**src/hdl/lps_pkg.sv**
```systemverilog
// Shared constants and types for the low-power stop clock control
package lps_pkg;
   // Broadcast cycle bus encodings
   localparam logic [31:0] BCAST_ADDR = 32'h0ffffffe;
   localparam logic [1:0] BCAST_TT = 2'h3;
   localparam logic [2:0] BCAST_TM = 3'h0;
   localparam logic [1:0] BCAST_SIZ = 2'h2;
   localparam logic BCAST_RW = 1'h0;
   // Stop instruction opcode words
   localparam logic [15:0] OP_WORD0 = 16'hf800;
   localparam logic [15:0] OP_WORD1 = 16'h01c0;
   // Processor status codes
   localparam logic [3:0] PST_NORMAL = 4'h0;
   localparam logic [3:0] PST_STOP = 4'h6;
   // Status register fields and reset value
   localparam int SR_MASK_LSB = 8;
   localparam int SR_MASK_MSB = 10;
   localparam logic [15:0] SR_RESET = 16'h2700;
   // Controller states
   typedef enum logic [2:0] {
      ST_RUN, ST_QUIET, ST_BCAST, ST_LOAD, ST_HALT, ST_STOPPED, ST_RELOCK
   } lps_state_t;
endpackage : lps_pkg

```
**src/hdl/lps_dec_if.sv**
```systemverilog
// Decoder to controller hand-off for the stop instruction
interface lps_dec_if;
   logic stop_req;
   logic priv_trap;
   logic [15:0] imm;
   logic ack;
   modport dec (output stop_req, output priv_trap, output imm, input ack);
   modport ctl (input stop_req, input priv_trap, input imm, output ack);
endinterface : lps_dec_if

```
**src/hdl/lps_ctrl.sv**
```systemverilog
// Low-power stop and bus clock control, top level
// Rules for this block and for the logic around it
// Broadcast only at execute with everything idle
// Broadcast drives fixed address, write, immediate data
// Broadcast drives type 3, modifier 0, size 2
// Acknowledge or error acknowledge ends broadcast
// Arbitration continues while broadcast is extended
// Broadcast end loads status register from immediate
// Status code 6, halt, then clock disable
// Pipeline contents held unchanged through stop
// Stop entered despite pending; leave on wake
// Unmasked interrupt negates disable, restarts PLL
// Masked interrupt keeps processor stopped
// Source holds level until pending asserted
// Outside logic gives stable clock after disable
// After lock, start interrupt or reset exception
// Alternate master gives up grant before end
// Low-frequency mode sampled at reset or wake
// Clock frequency changes only when allowed
// Normal clock duty cycle within limits
// Clock loss raises flag until reset
// Supervisor only, else privilege trap
// Decode three-word stop instruction
// Low-frequency input ignored outside stop/reset
// Clock-lost flag driven only in normal clocking
module lps_ctrl #(
   parameter int IPL_W = 3
) (
   // Clock and reset
   input wire logic clk,
   input wire logic arst_n,
   // Instruction stream from the core
   input wire logic instr_valid,
   input wire logic [15:0] instr_word,
   input wire logic supervisor,
   input wire logic at_execute,
   input wire logic core_busy,
   input wire logic bus_busy,
   // Bus
   input wire logic transfer_ack,
   input wire logic transfer_error_ack,
   input wire logic bus_grant_in,
   output logic bus_owner_q,
   output logic bcast_active_q,
   output logic [31:0] addr_q,
   output logic read_write_q,
   output logic [31:0] data_out_q,
   output logic [1:0] transfer_type_q,
   output logic [2:0] transfer_modifier_q,
   output logic [1:0] transfer_size_q,
   // Processor state
   output logic [15:0] status_reg_q,
   output logic [3:0] processor_status_lines_q,
   output logic pipeline_hold_q,
   output logic priv_trap_q,
   output logic irq_exception_q,
   // Interrupts
   input wire logic [IPL_W-1:0] interrupt_level_lines,
   output logic interrupt_pending_out_q,
   // Clock control
   input wire logic low_freq_mode_in,
   input wire logic pll_locked,
   output logic clock_disable_indication_q,
   output logic pll_enable_q,
   output logic low_freq_mode_q,
   output logic clock_lost_flag_q,
   output logic clock_lost_flag_oe_q
);
   // Wake compare is only meaningful when the level width matches the mask field
   if (IPL_W != lps_pkg::SR_MASK_MSB - lps_pkg::SR_MASK_LSB + 1) begin : g_bad_ipl_w
      $error("IPL_W must match the status register mask width");
   end

   lps_dec_if dec_bus ();
   lps_pkg::lps_state_t state_q;
   logic ack_q;
   logic out_of_reset_q;
   logic [IPL_W-1:0] sr_mask;
   logic wake;

   assign dec_bus.ack = ack_q;
   assign sr_mask = status_reg_q[lps_pkg::SR_MASK_MSB:lps_pkg::SR_MASK_LSB];
   // Source must hold the level until pending rises
   assign wake = interrupt_level_lines > sr_mask;

   lps_decode u_dec (
      .clk(clk),
      .arst_n(arst_n),
      .instr_valid(instr_valid),
      .instr_word(instr_word),
      .supervisor(supervisor),
      .dec(dec_bus)
   );

   // Sequencer; pending interrupts do not stop entry once started
   always_ff @(posedge clk or negedge arst_n) begin
      if (!arst_n) begin
         state_q <= lps_pkg::ST_RUN;
         ack_q <= 1'h0;
      end else begin
         ack_q <= 1'h0;
         case (state_q)
            lps_pkg::ST_RUN: begin
               if (dec_bus.stop_req && !ack_q) begin
                  state_q <= lps_pkg::ST_QUIET;
                  ack_q <= 1'h1;
               end
            end
            lps_pkg::ST_QUIET: begin
               if (at_execute && !core_busy && !bus_busy) begin
                  state_q <= lps_pkg::ST_BCAST;
               end
            end
            lps_pkg::ST_BCAST: begin
               // Waits as long as outside logic withholds both acks
               if (transfer_ack || transfer_error_ack) begin
                  state_q <= lps_pkg::ST_LOAD;
               end
            end
            lps_pkg::ST_LOAD: state_q <= lps_pkg::ST_HALT;
            lps_pkg::ST_HALT: state_q <= lps_pkg::ST_STOPPED;
            lps_pkg::ST_STOPPED: begin
               if (wake) begin
                  state_q <= lps_pkg::ST_RELOCK;
               end
            end
            lps_pkg::ST_RELOCK: begin
               // Outside logic must supply a stable clock here
               if (pll_locked) begin
                  state_q <= lps_pkg::ST_RUN;
               end
            end
            default: state_q <= lps_pkg::ST_RUN;
         endcase
      end
   end

   // Broadcast bus drive
   always_ff @(posedge clk or negedge arst_n) begin
      if (!arst_n) begin
         bcast_active_q <= 1'h0;
         addr_q <= 32'h0;
         read_write_q <= 1'h1;
         data_out_q <= 32'h0;
         transfer_type_q <= 2'h0;
         transfer_modifier_q <= 3'h0;
         transfer_size_q <= 2'h0;
      end else begin
         bcast_active_q <= (state_q == lps_pkg::ST_QUIET && at_execute && !core_busy
                            && !bus_busy)
                           || (state_q == lps_pkg::ST_BCAST
                               && !transfer_ack && !transfer_error_ack);
         if (state_q == lps_pkg::ST_QUIET) begin
            addr_q <= lps_pkg::BCAST_ADDR;
            read_write_q <= lps_pkg::BCAST_RW;
            data_out_q <= {16'h0, dec_bus.imm};
            transfer_type_q <= lps_pkg::BCAST_TT;
            transfer_modifier_q <= lps_pkg::BCAST_TM;
            transfer_size_q <= lps_pkg::BCAST_SIZ;
         end
      end
   end

   // Arbitration stays live during the broadcast; no change once stopped
   always_ff @(posedge clk or negedge arst_n) begin
      if (!arst_n) begin
         bus_owner_q <= 1'h0;
      end else if (state_q != lps_pkg::ST_STOPPED && state_q != lps_pkg::ST_HALT) begin
         bus_owner_q <= bus_grant_in;
      end
   end

   // Status register, status code, pipeline hold, exception pulses
   always_ff @(posedge clk or negedge arst_n) begin
      if (!arst_n) begin
         status_reg_q <= lps_pkg::SR_RESET;
         processor_status_lines_q <= lps_pkg::PST_NORMAL;
         pipeline_hold_q <= 1'h0;
         priv_trap_q <= 1'h0;
         irq_exception_q <= 1'h0;
         interrupt_pending_out_q <= 1'h0;
      end else begin
         priv_trap_q <= dec_bus.priv_trap;
         irq_exception_q <= state_q == lps_pkg::ST_RELOCK && pll_locked;
         if (state_q == lps_pkg::ST_LOAD) begin
            status_reg_q <= dec_bus.imm;
            processor_status_lines_q <= lps_pkg::PST_STOP;
         end else if (state_q == lps_pkg::ST_RELOCK && pll_locked) begin
            processor_status_lines_q <= lps_pkg::PST_NORMAL;
         end
         // Queued instructions stay frozen until the exception aborts them
         pipeline_hold_q <= state_q == lps_pkg::ST_LOAD || state_q == lps_pkg::ST_HALT
                            || state_q == lps_pkg::ST_STOPPED
                            || (state_q == lps_pkg::ST_RELOCK && !pll_locked);
         if (state_q == lps_pkg::ST_STOPPED && wake) begin
            interrupt_pending_out_q <= 1'h1;
         end else if (state_q == lps_pkg::ST_RUN) begin
            interrupt_pending_out_q <= 1'h0;
         end
      end
   end

   // Clock disable and PLL enable
   always_ff @(posedge clk or negedge arst_n) begin
      if (!arst_n) begin
         clock_disable_indication_q <= 1'h0;
         pll_enable_q <= 1'h1;
      end else if (state_q == lps_pkg::ST_HALT) begin
         clock_disable_indication_q <= 1'h1;
         pll_enable_q <= 1'h0;
      end else if (state_q == lps_pkg::ST_STOPPED && wake) begin
         clock_disable_indication_q <= 1'h0;
         pll_enable_q <= 1'h1;
      end
   end

   // Low-frequency mode: caught right after reset release and on every cycle while stopped
   always_ff @(posedge clk or negedge arst_n) begin
      if (!arst_n) begin
         out_of_reset_q <= 1'h0;
         low_freq_mode_q <= 1'h0;
      end else begin
         out_of_reset_q <= 1'h1;
         if (!out_of_reset_q || state_q == lps_pkg::ST_STOPPED) begin
            low_freq_mode_q <= low_freq_mode_in;
         end
      end
   end

   // Clock loss in normal clocking; sticky until reset, released otherwise
   always_ff @(posedge clk or negedge arst_n) begin
      if (!arst_n) begin
         clock_lost_flag_q <= 1'h0;
         clock_lost_flag_oe_q <= 1'h0;
      end else begin
         clock_lost_flag_oe_q <= out_of_reset_q && !low_freq_mode_q
                                 && state_q != lps_pkg::ST_STOPPED
                                 && state_q != lps_pkg::ST_RELOCK
                                 && state_q != lps_pkg::ST_HALT;
         if (clock_lost_flag_oe_q && !pll_locked) begin
            clock_lost_flag_q <= 1'h1;
         end
      end
   end
endmodule : lps_ctrl

```
**src/hdl/lps_decode.sv**
```systemverilog
// Stop instruction decoder: three-word match and privilege check
module lps_decode (
   // Clock and reset
   input wire logic clk,
   input wire logic arst_n,
   // Instruction stream
   input wire logic instr_valid,
   input wire logic [15:0] instr_word,
   input wire logic supervisor,
   // Controller side
   lps_dec_if.dec dec
);
   logic [1:0] word_idx_q;
   logic stop_req_q;
   logic trap_q;
   logic [15:0] imm_q;

   assign dec.stop_req = stop_req_q;
   assign dec.priv_trap = trap_q;
   assign dec.imm = imm_q;

   // Opcode match walks through the three words in order
   always_ff @(posedge clk or negedge arst_n) begin
      if (!arst_n) begin
         word_idx_q <= 2'h0;
      end else if (instr_valid && !stop_req_q) begin
         case (word_idx_q)
            2'h0: word_idx_q <= (instr_word == lps_pkg::OP_WORD0) ? 2'h1 : 2'h0;
            2'h1: word_idx_q <= (instr_word == lps_pkg::OP_WORD1) ? 2'h2 : 2'h0;
            default: word_idx_q <= 2'h0;
         endcase
      end
   end

   // Third word is the immediate; request holds until the controller takes it
   always_ff @(posedge clk or negedge arst_n) begin
      if (!arst_n) begin
         stop_req_q <= 1'h0;
         trap_q <= 1'h0;
         imm_q <= 16'h0;
      end else begin
         trap_q <= 1'h0;
         if (dec.ack) begin
            stop_req_q <= 1'h0;
         end else if (instr_valid && word_idx_q == 2'h2 && !stop_req_q) begin
            imm_q <= instr_word;
            if (supervisor) begin
               stop_req_q <= 1'h1;
            end else begin
               trap_q <= 1'h1;
            end
         end
      end
   end
endmodule : lps_decode

```
**config.mk**
```make
export PLATFORM = sky130hd
export DESIGN_NAME = lps_ctrl
export DESIGN_NICKNAME = d
export VERILOG_FILES = /design/src/hdl/lps_pkg.sv /design/src/hdl/lps_dec_if.sv /design/src/hdl/lps_ctrl.sv /design/src/hdl/lps_decode.sv
export SDC_FILE = /design/constraint.sdc
export NUM_CORES = 1
export LEC_CHECK = 0
export BUFFER_PORTS_ARGS = -buffer_cell sky130_fd_sc_hd__buf_2
export CAP_MARGIN = 5
export CELL_PAD_IN_SITES_DETAIL_PLACEMENT = 1
export CELL_PAD_IN_SITES_GLOBAL_PLACEMENT = 2
export CORE_AREA = 3 3 110 112
export DETAILED_ROUTE_END_ITERATION = 8
export DIE_AREA = 0 0 113 115
export PLACE_DENSITY = 0.77
export SKIP_CTS_REPAIR_TIMING = 1
export SYNTH_ARGS = -nofsm -noshare
export SYNTH_HDL_FRONTEND = slang
export SYNTH_SLANG_ARGS = --single-unit
```
**constraint.sdc**
```tcl
create_clock -name clk -period 2.2 [get_ports clk]
set_clock_uncertainty 0.05 [all_clocks]
set_input_delay 0.33 -clock clk [delete_from_list [all_inputs] [get_ports clk]]
set_output_delay 0.33 -clock clk [all_outputs]
set_load 0.01 [all_outputs]
```
# ---- After elaboration in Yosys (flattened, before gate mapping)
# Index checks and enable logic that the tools add are counted.
dict set report totals {
  reg_bits 76
  inputBits 31
  wordCells 115
}
dict set report classes {
  order_cmp 1
  n_eq_ne 18
  muxes 25
  bitwise 1
  n_reduce_logical 45
}
# cell n
set op_table {}
lappend op_table {{$pmux 3 s7} 1}
lappend op_table {{$logic_and 1x1->1} 20}
lappend op_table {{$eq 16x16->1 const B} 1}
lappend op_table {{$eq 16x9->1 const B} 1}
lappend op_table {{$mux 1} 15}
lappend op_table {{$mux 3} 5}
lappend op_table {{$ne 2x2->1 const B} 5}
lappend op_table {{$reduce_bool 2->1} 5}
lappend op_table {{$eq 3x3->1 const B} 3}
lappend op_table {{$logic_not 1->1} 9}
lappend op_table {{$ne 3x3->1 const B} 3}
lappend op_table {{$mux 4} 2}
lappend op_table {{$eq 3x2->1 const B} 2}
lappend op_table {{$logic_or 1x1->1} 6}
lappend op_table {{$reduce_and 5->1} 1}
lappend op_table {{$pmux 2 s2} 1}
lappend op_table {{$reduce_and 2->1} 2}
lappend op_table {{$eq 3x1->1 const B} 1}
lappend op_table {{$gt 3x3->1} 1}
lappend op_table {{$logic_not 3->1} 1}
lappend op_table {{$eq 2x1->1 const B} 1}
lappend op_table {{$eq 2x2->1 const B} 1}
lappend op_table {{$logic_not 2->1} 1}
lappend op_table {{$mux 2} 1}
lappend op_table {{$not 1->1} 1}

# ---- Depth between registers and ports, before layout
dict set report depth {
  depth_word 5
  ltp_mapped 6
  mapped_depth_nobuf 6
}

# ---- Cells and area by module
# A second synthesis with hierarchy kept.
dict set report unflattened {
  cells_unflattened 262
  area_unflattened_um2 3331.9
}
# mod n_inst cells_each area_per_inst_um2 seq_area_each_um2
set by_module_without_submodules {}
lappend by_module_without_submodules {lps_ctrl 1 204 2501.1 1283.7}
lappend by_module_without_submodules {lps_decode 1 58 830.8 500.5}

# ---- Worst setup path after synthesis
# No wires, ideal clock.
dict set report synth_timing {
  kind {register -> register}
  start {register status_reg_q[9]}
  end {register interrupt_pending_out_q}
  setup_time_ns 0.141
  arrival_ns 1.583
  required_ns 2.009
  path_slack_ns 0.426
  stages_incl_launch_ff 7
  n_path_buf 0
  synth_period_minus_slack_ns 1.774
  path_cell_list {dfstp_2 -> inv_1 -> ha_1 -> nor2b_1 -> o21a_1 -> o21ai_0 -> o21ai_0}
}
dict set report synth_via {
  elab_chain_cells 3
}
# element line
set synth_rtl {}
lappend synth_rtl {{from (decl)} lps_ctrl.sv:52} ;# output logic [15:0] status_reg_q,
lappend synth_rtl {{from (signal assigned)} lps_ctrl.sv:176} ;# status_reg_q <= lps_pkg::SR_RESET;
lappend synth_rtl {{from (signal assigned)} lps_ctrl.sv:186} ;# status_reg_q <= dec_bus.imm;
lappend synth_rtl {{$gt 3x3->1 *} lps_ctrl.sv:84} ;# assign wake = interrupt_level_lines > sr_mask;
lappend synth_rtl {{$logic_and 1x1->1 *} lps_ctrl.sv:195} ;# if (state_q == lps_pkg::ST_STOPPED && wake) begin
lappend synth_rtl {{$mux 1 or $reduce_bool 2->1 (tied branches)} --}
lappend synth_rtl {{to (signal assigned)} lps_ctrl.sv:181} ;# interrupt_pending_out_q <= 1'h0;
lappend synth_rtl {{to (signal assigned)} lps_ctrl.sv:196} ;# interrupt_pending_out_q <= 1'h1;
lappend synth_rtl {{to (signal assigned)} lps_ctrl.sv:198} ;# interrupt_pending_out_q <= 1'h0;
lappend synth_rtl {{to (decl)} lps_ctrl.sv:59} ;# output logic interrupt_pending_out_q,
# Every way passes the cells marked *; elsewhere a longest branch is shown, timed or not.
# A chain may end at the register's enable or synchronous reset.

# ---- Worst setup path in the final report
# Ends and elaborated chain as after synthesis.

==> qor.csv <==
stage;metric;value;unit
worst_setup_path;crit_chain;inv_1 -> ha_1 -> nor2b_1 -> o21a_1 -> o21ai_0 -> o21ai_0;
final_layout;final.fill_count;1250;
worst_setup_path;crit_slowest_cell;dfstp_2;
grt;grt_pass1_wl;11110;µm
synth;syn_inst;263;
detailed_routing;drt_iter0_drc;40;
clocking;cts_tree;yes;
clocking;clkLatencyLatePin;0.32;ns
placed_design;pre_cts_ws;0.2528;ns
final_layout;fin_area;0.003986;mm²
sta;rsz0062_at_grt;no;
floorplanning;pin_count;134;
detailed_routing;via_per_inst;4.176;
synth;synth_area_leader_cell;dfrtp_1;
detailed_routing;vias;2059;
detailed_routing;wl_met2;3494;µm
floorplanning;row_count;39;
power;pwr-share-seq;0.430;
grt;overflow;0;
final_layout;finalNetCount;379;
clocking;clockRootBuffer;clkbuf_16;
placed_design;io_buffer_count;106;
power;swShare;0.2798;
power;ir_drop;0.3182;mV
clocking;cts_buffer_depth;2;
synth;synthesis.area;0.003346;mm²
worst_setup_path;end_kind;flip-flop;
power;p_comb_frac;0.172;
final_layout;drive_gt1_frac;0.5400;
sta;setup_violations;0;
floorplanning;initial_core_util;0.2955;
sta;clock.fmax;0.5071;GHz
worst_setup_path;cp_top_family;compound AO/OA/AOI/OAI gates;
power;power.density;875.8;mW/mm²
worst_setup_path;critPathLaunchType;flip-flop;
synth;synth_warnings;0;
sta;period_share;0.8964;
worst_setup_path;cp_data_arrival_time;2.10;ns
clocking;htree_levels;3;
synth;synthArstFlopShare;1.000;
clocking;cts_buffers;9;
final_layout;final_common_cell;buf_2;
detailed_routing;m1WireLength;3183;µm
final_layout;area_delta_synth_final;19.15;%
worst_setup_path;critPathBufInv;1;
detailed_routing;wirelength;7135;µm
synth;synth_edf_count;0;
worst_setup_path;crit_top_cell;o21ai_0;
placed_design;gp_congestion;0.6955;
placed_design;hpwl;5327;µm
sta;slew_viol_final;0;
sta;tightestPinTransition;0.6180;ns
detailed_routing;avgRoutedWirePerCell;14.47;µm
detailed_routing;top_layer;met4;
final_layout;register_area;0.001784;mm²
synth;synth_top_area_share;0.4862;
worst_setup_path;required;2.33;ns
sta;hold_violations;0;
clocking;clk_pin_slew;0.06;ns
final_layout;diodes;0;
worst_hold_path;hp-class;primary input to flip-flop;
grt;grt_pass1_vias;2089;
floorplanning;die_area;0.01300;mm²
power;internal_power;2.514;mW
final_layout;final_cell_mix;buf_2 (105), dfrtp_1 (65), mux2_2 (43);
sta;fin_setup_tns;0;ns
worst_setup_path;slowest_delay;0.54;ns
power;p_clk_frac;0.397;
floorplanning;coreArea;0.01132;mm²
floorplanning;die_w;113;µm
power;leakage;2.108;nW
detailed_routing;wl_met3;385;µm
grt;antenna_found_initial;0;
detailed_routing;antenna_left;0;
sta;max_slew_margin;0.5880;
synth;yosys-top-cells-area;dfrtp_1 (49%), mux2_2 (14%), buf_4 (13%), dfstp_2 (4.7%), mux2_4 (3.1%);
worst_setup_path;critical_path_peak_fanout;5;
synth;syn_avg_cell_area;12.72;µm²
final_layout;stdcell_count;493;
synth;ys_seq_elements;71;
synth;yosysUniqueCellTypes;37;
outcome;status;finished, final reports clean;
sta;min_period;1.972;ns
worst_setup_path;crit_type;flip-flop to flip-flop;
floorplanning;die_h;115;µm
grt;grt_max_degree;46;
power;p_switching;976.7;µW
clocking;cts.sinks;71;
synth;yosysSeqAreaShare;0.5333;
grt;track_usage;0.1092;
placed_design;place_area;0.003681;mm²
sta;setup_ws;0.2280;ns
detailed_routing;dr.pass1.iters;4;
synth;ys.flop_type;dfrtp_1;
detailed_routing;drc;0;
final_layout;multi_input_area;0.001131;mm²
flow_run;maxCapViolations;0;
placed_design;place_inst;476;
==> registers in the layout, indices dropped and copies added (netlist names), 2 cells and up <==
signal and cells:
u_dec.dec.imm 16, status_reg_q 16, state_q 3, data_out_q 16
u_dec.word_idx_q 2
==> per-layer routing <==
metal | GRT usage | vias to the layer above
met5 | 0 | -
met4 | 0.04567 | 0
met3 | 0.02263 | 4
met2 | 0.1781 | 63
met1 | 0.1418 | 1023
li1 | - | 969
==> synth_stat cells, types with 3 or more instances <==
cell type  count
nor3_1         3
buf_4         60
inv_1          5
mux2_4         7
nand3_1        4
o21ai_0        9
buf_6          4
mux2_2        43
dfstp_2        6
ha_1           3
dfrtp_1       65
nor2b_1        7
nand2_1       11
nor2_1         8
==> power by group through the flow <==
stage | sequential [mW] | clock [mW] | combinational (mW)
3_3_place_gp | 1.52 | 0 | 0.597
4_1_cts | 1.50 | 1.44 | 0.614
3_5_place_dp | 1.53 | 0 | 0.612
6_report | 1.50 | 1.39 | 0.602
5_1_grt | 1.52 | 1.50 | 0.668
2_1_floorplan | 1.49 | 0 | 0.496
==> area by class of cell <==
class,count,area share
repair buffers,110,0.1450
flip-flops and latches,71,0.4476
multi-input cells,148,0.2837
well taps,143,0.04488
clock buffers,12,0.06686
clock inverters,4,0.007219
inverters,5,0.004708
==> logic make-up after synthesis <==
| family | share of synthesized area |
|---|---|
| flops | 0.5333 |
| fa+ha+maj | 0.01122 |
| other cells | 0.002245 |
| buf+inv | 0.1597 |
| mux | 0.1761 |
| simple gates | 0.07891 |
| compound gates | 0.03852 |
==> worst paths after layout <==
path | from | endpoint | slack (ns) | depth (start not counted)
max | status_reg_q[9] | interrupt_pending_out_q | 0.23 | 6
min | supervisor | u_dec.dec.priv_trap | 0.16 | 2
max reg2reg | status_reg_q[9] | interrupt_pending_out_q | 0.23 | 6
min reg2reg | u_dec.dec.priv_trap | priv_trap_q | 0.31 | 0
max in group asynchronous | arst_n | pll_enable_q | 1.09 | 3
min in group asynchronous | arst_n | data_out_q[9] | 0.43 | 2
==> stage by stage <==
step	hold WS, ns	total power [mW]	util
after floorplan	-0.01559	1.990	-
after global placement	0.2195	2.116	0.3252
after detailed placement	0.2311	2.138	0.3252
after CTS	-0.1143	3.559	0.3512
after global routing	0.1447	3.688	0.3521
final	0.1565	3.491	0.3521
(Power assumes the default switching activity.)
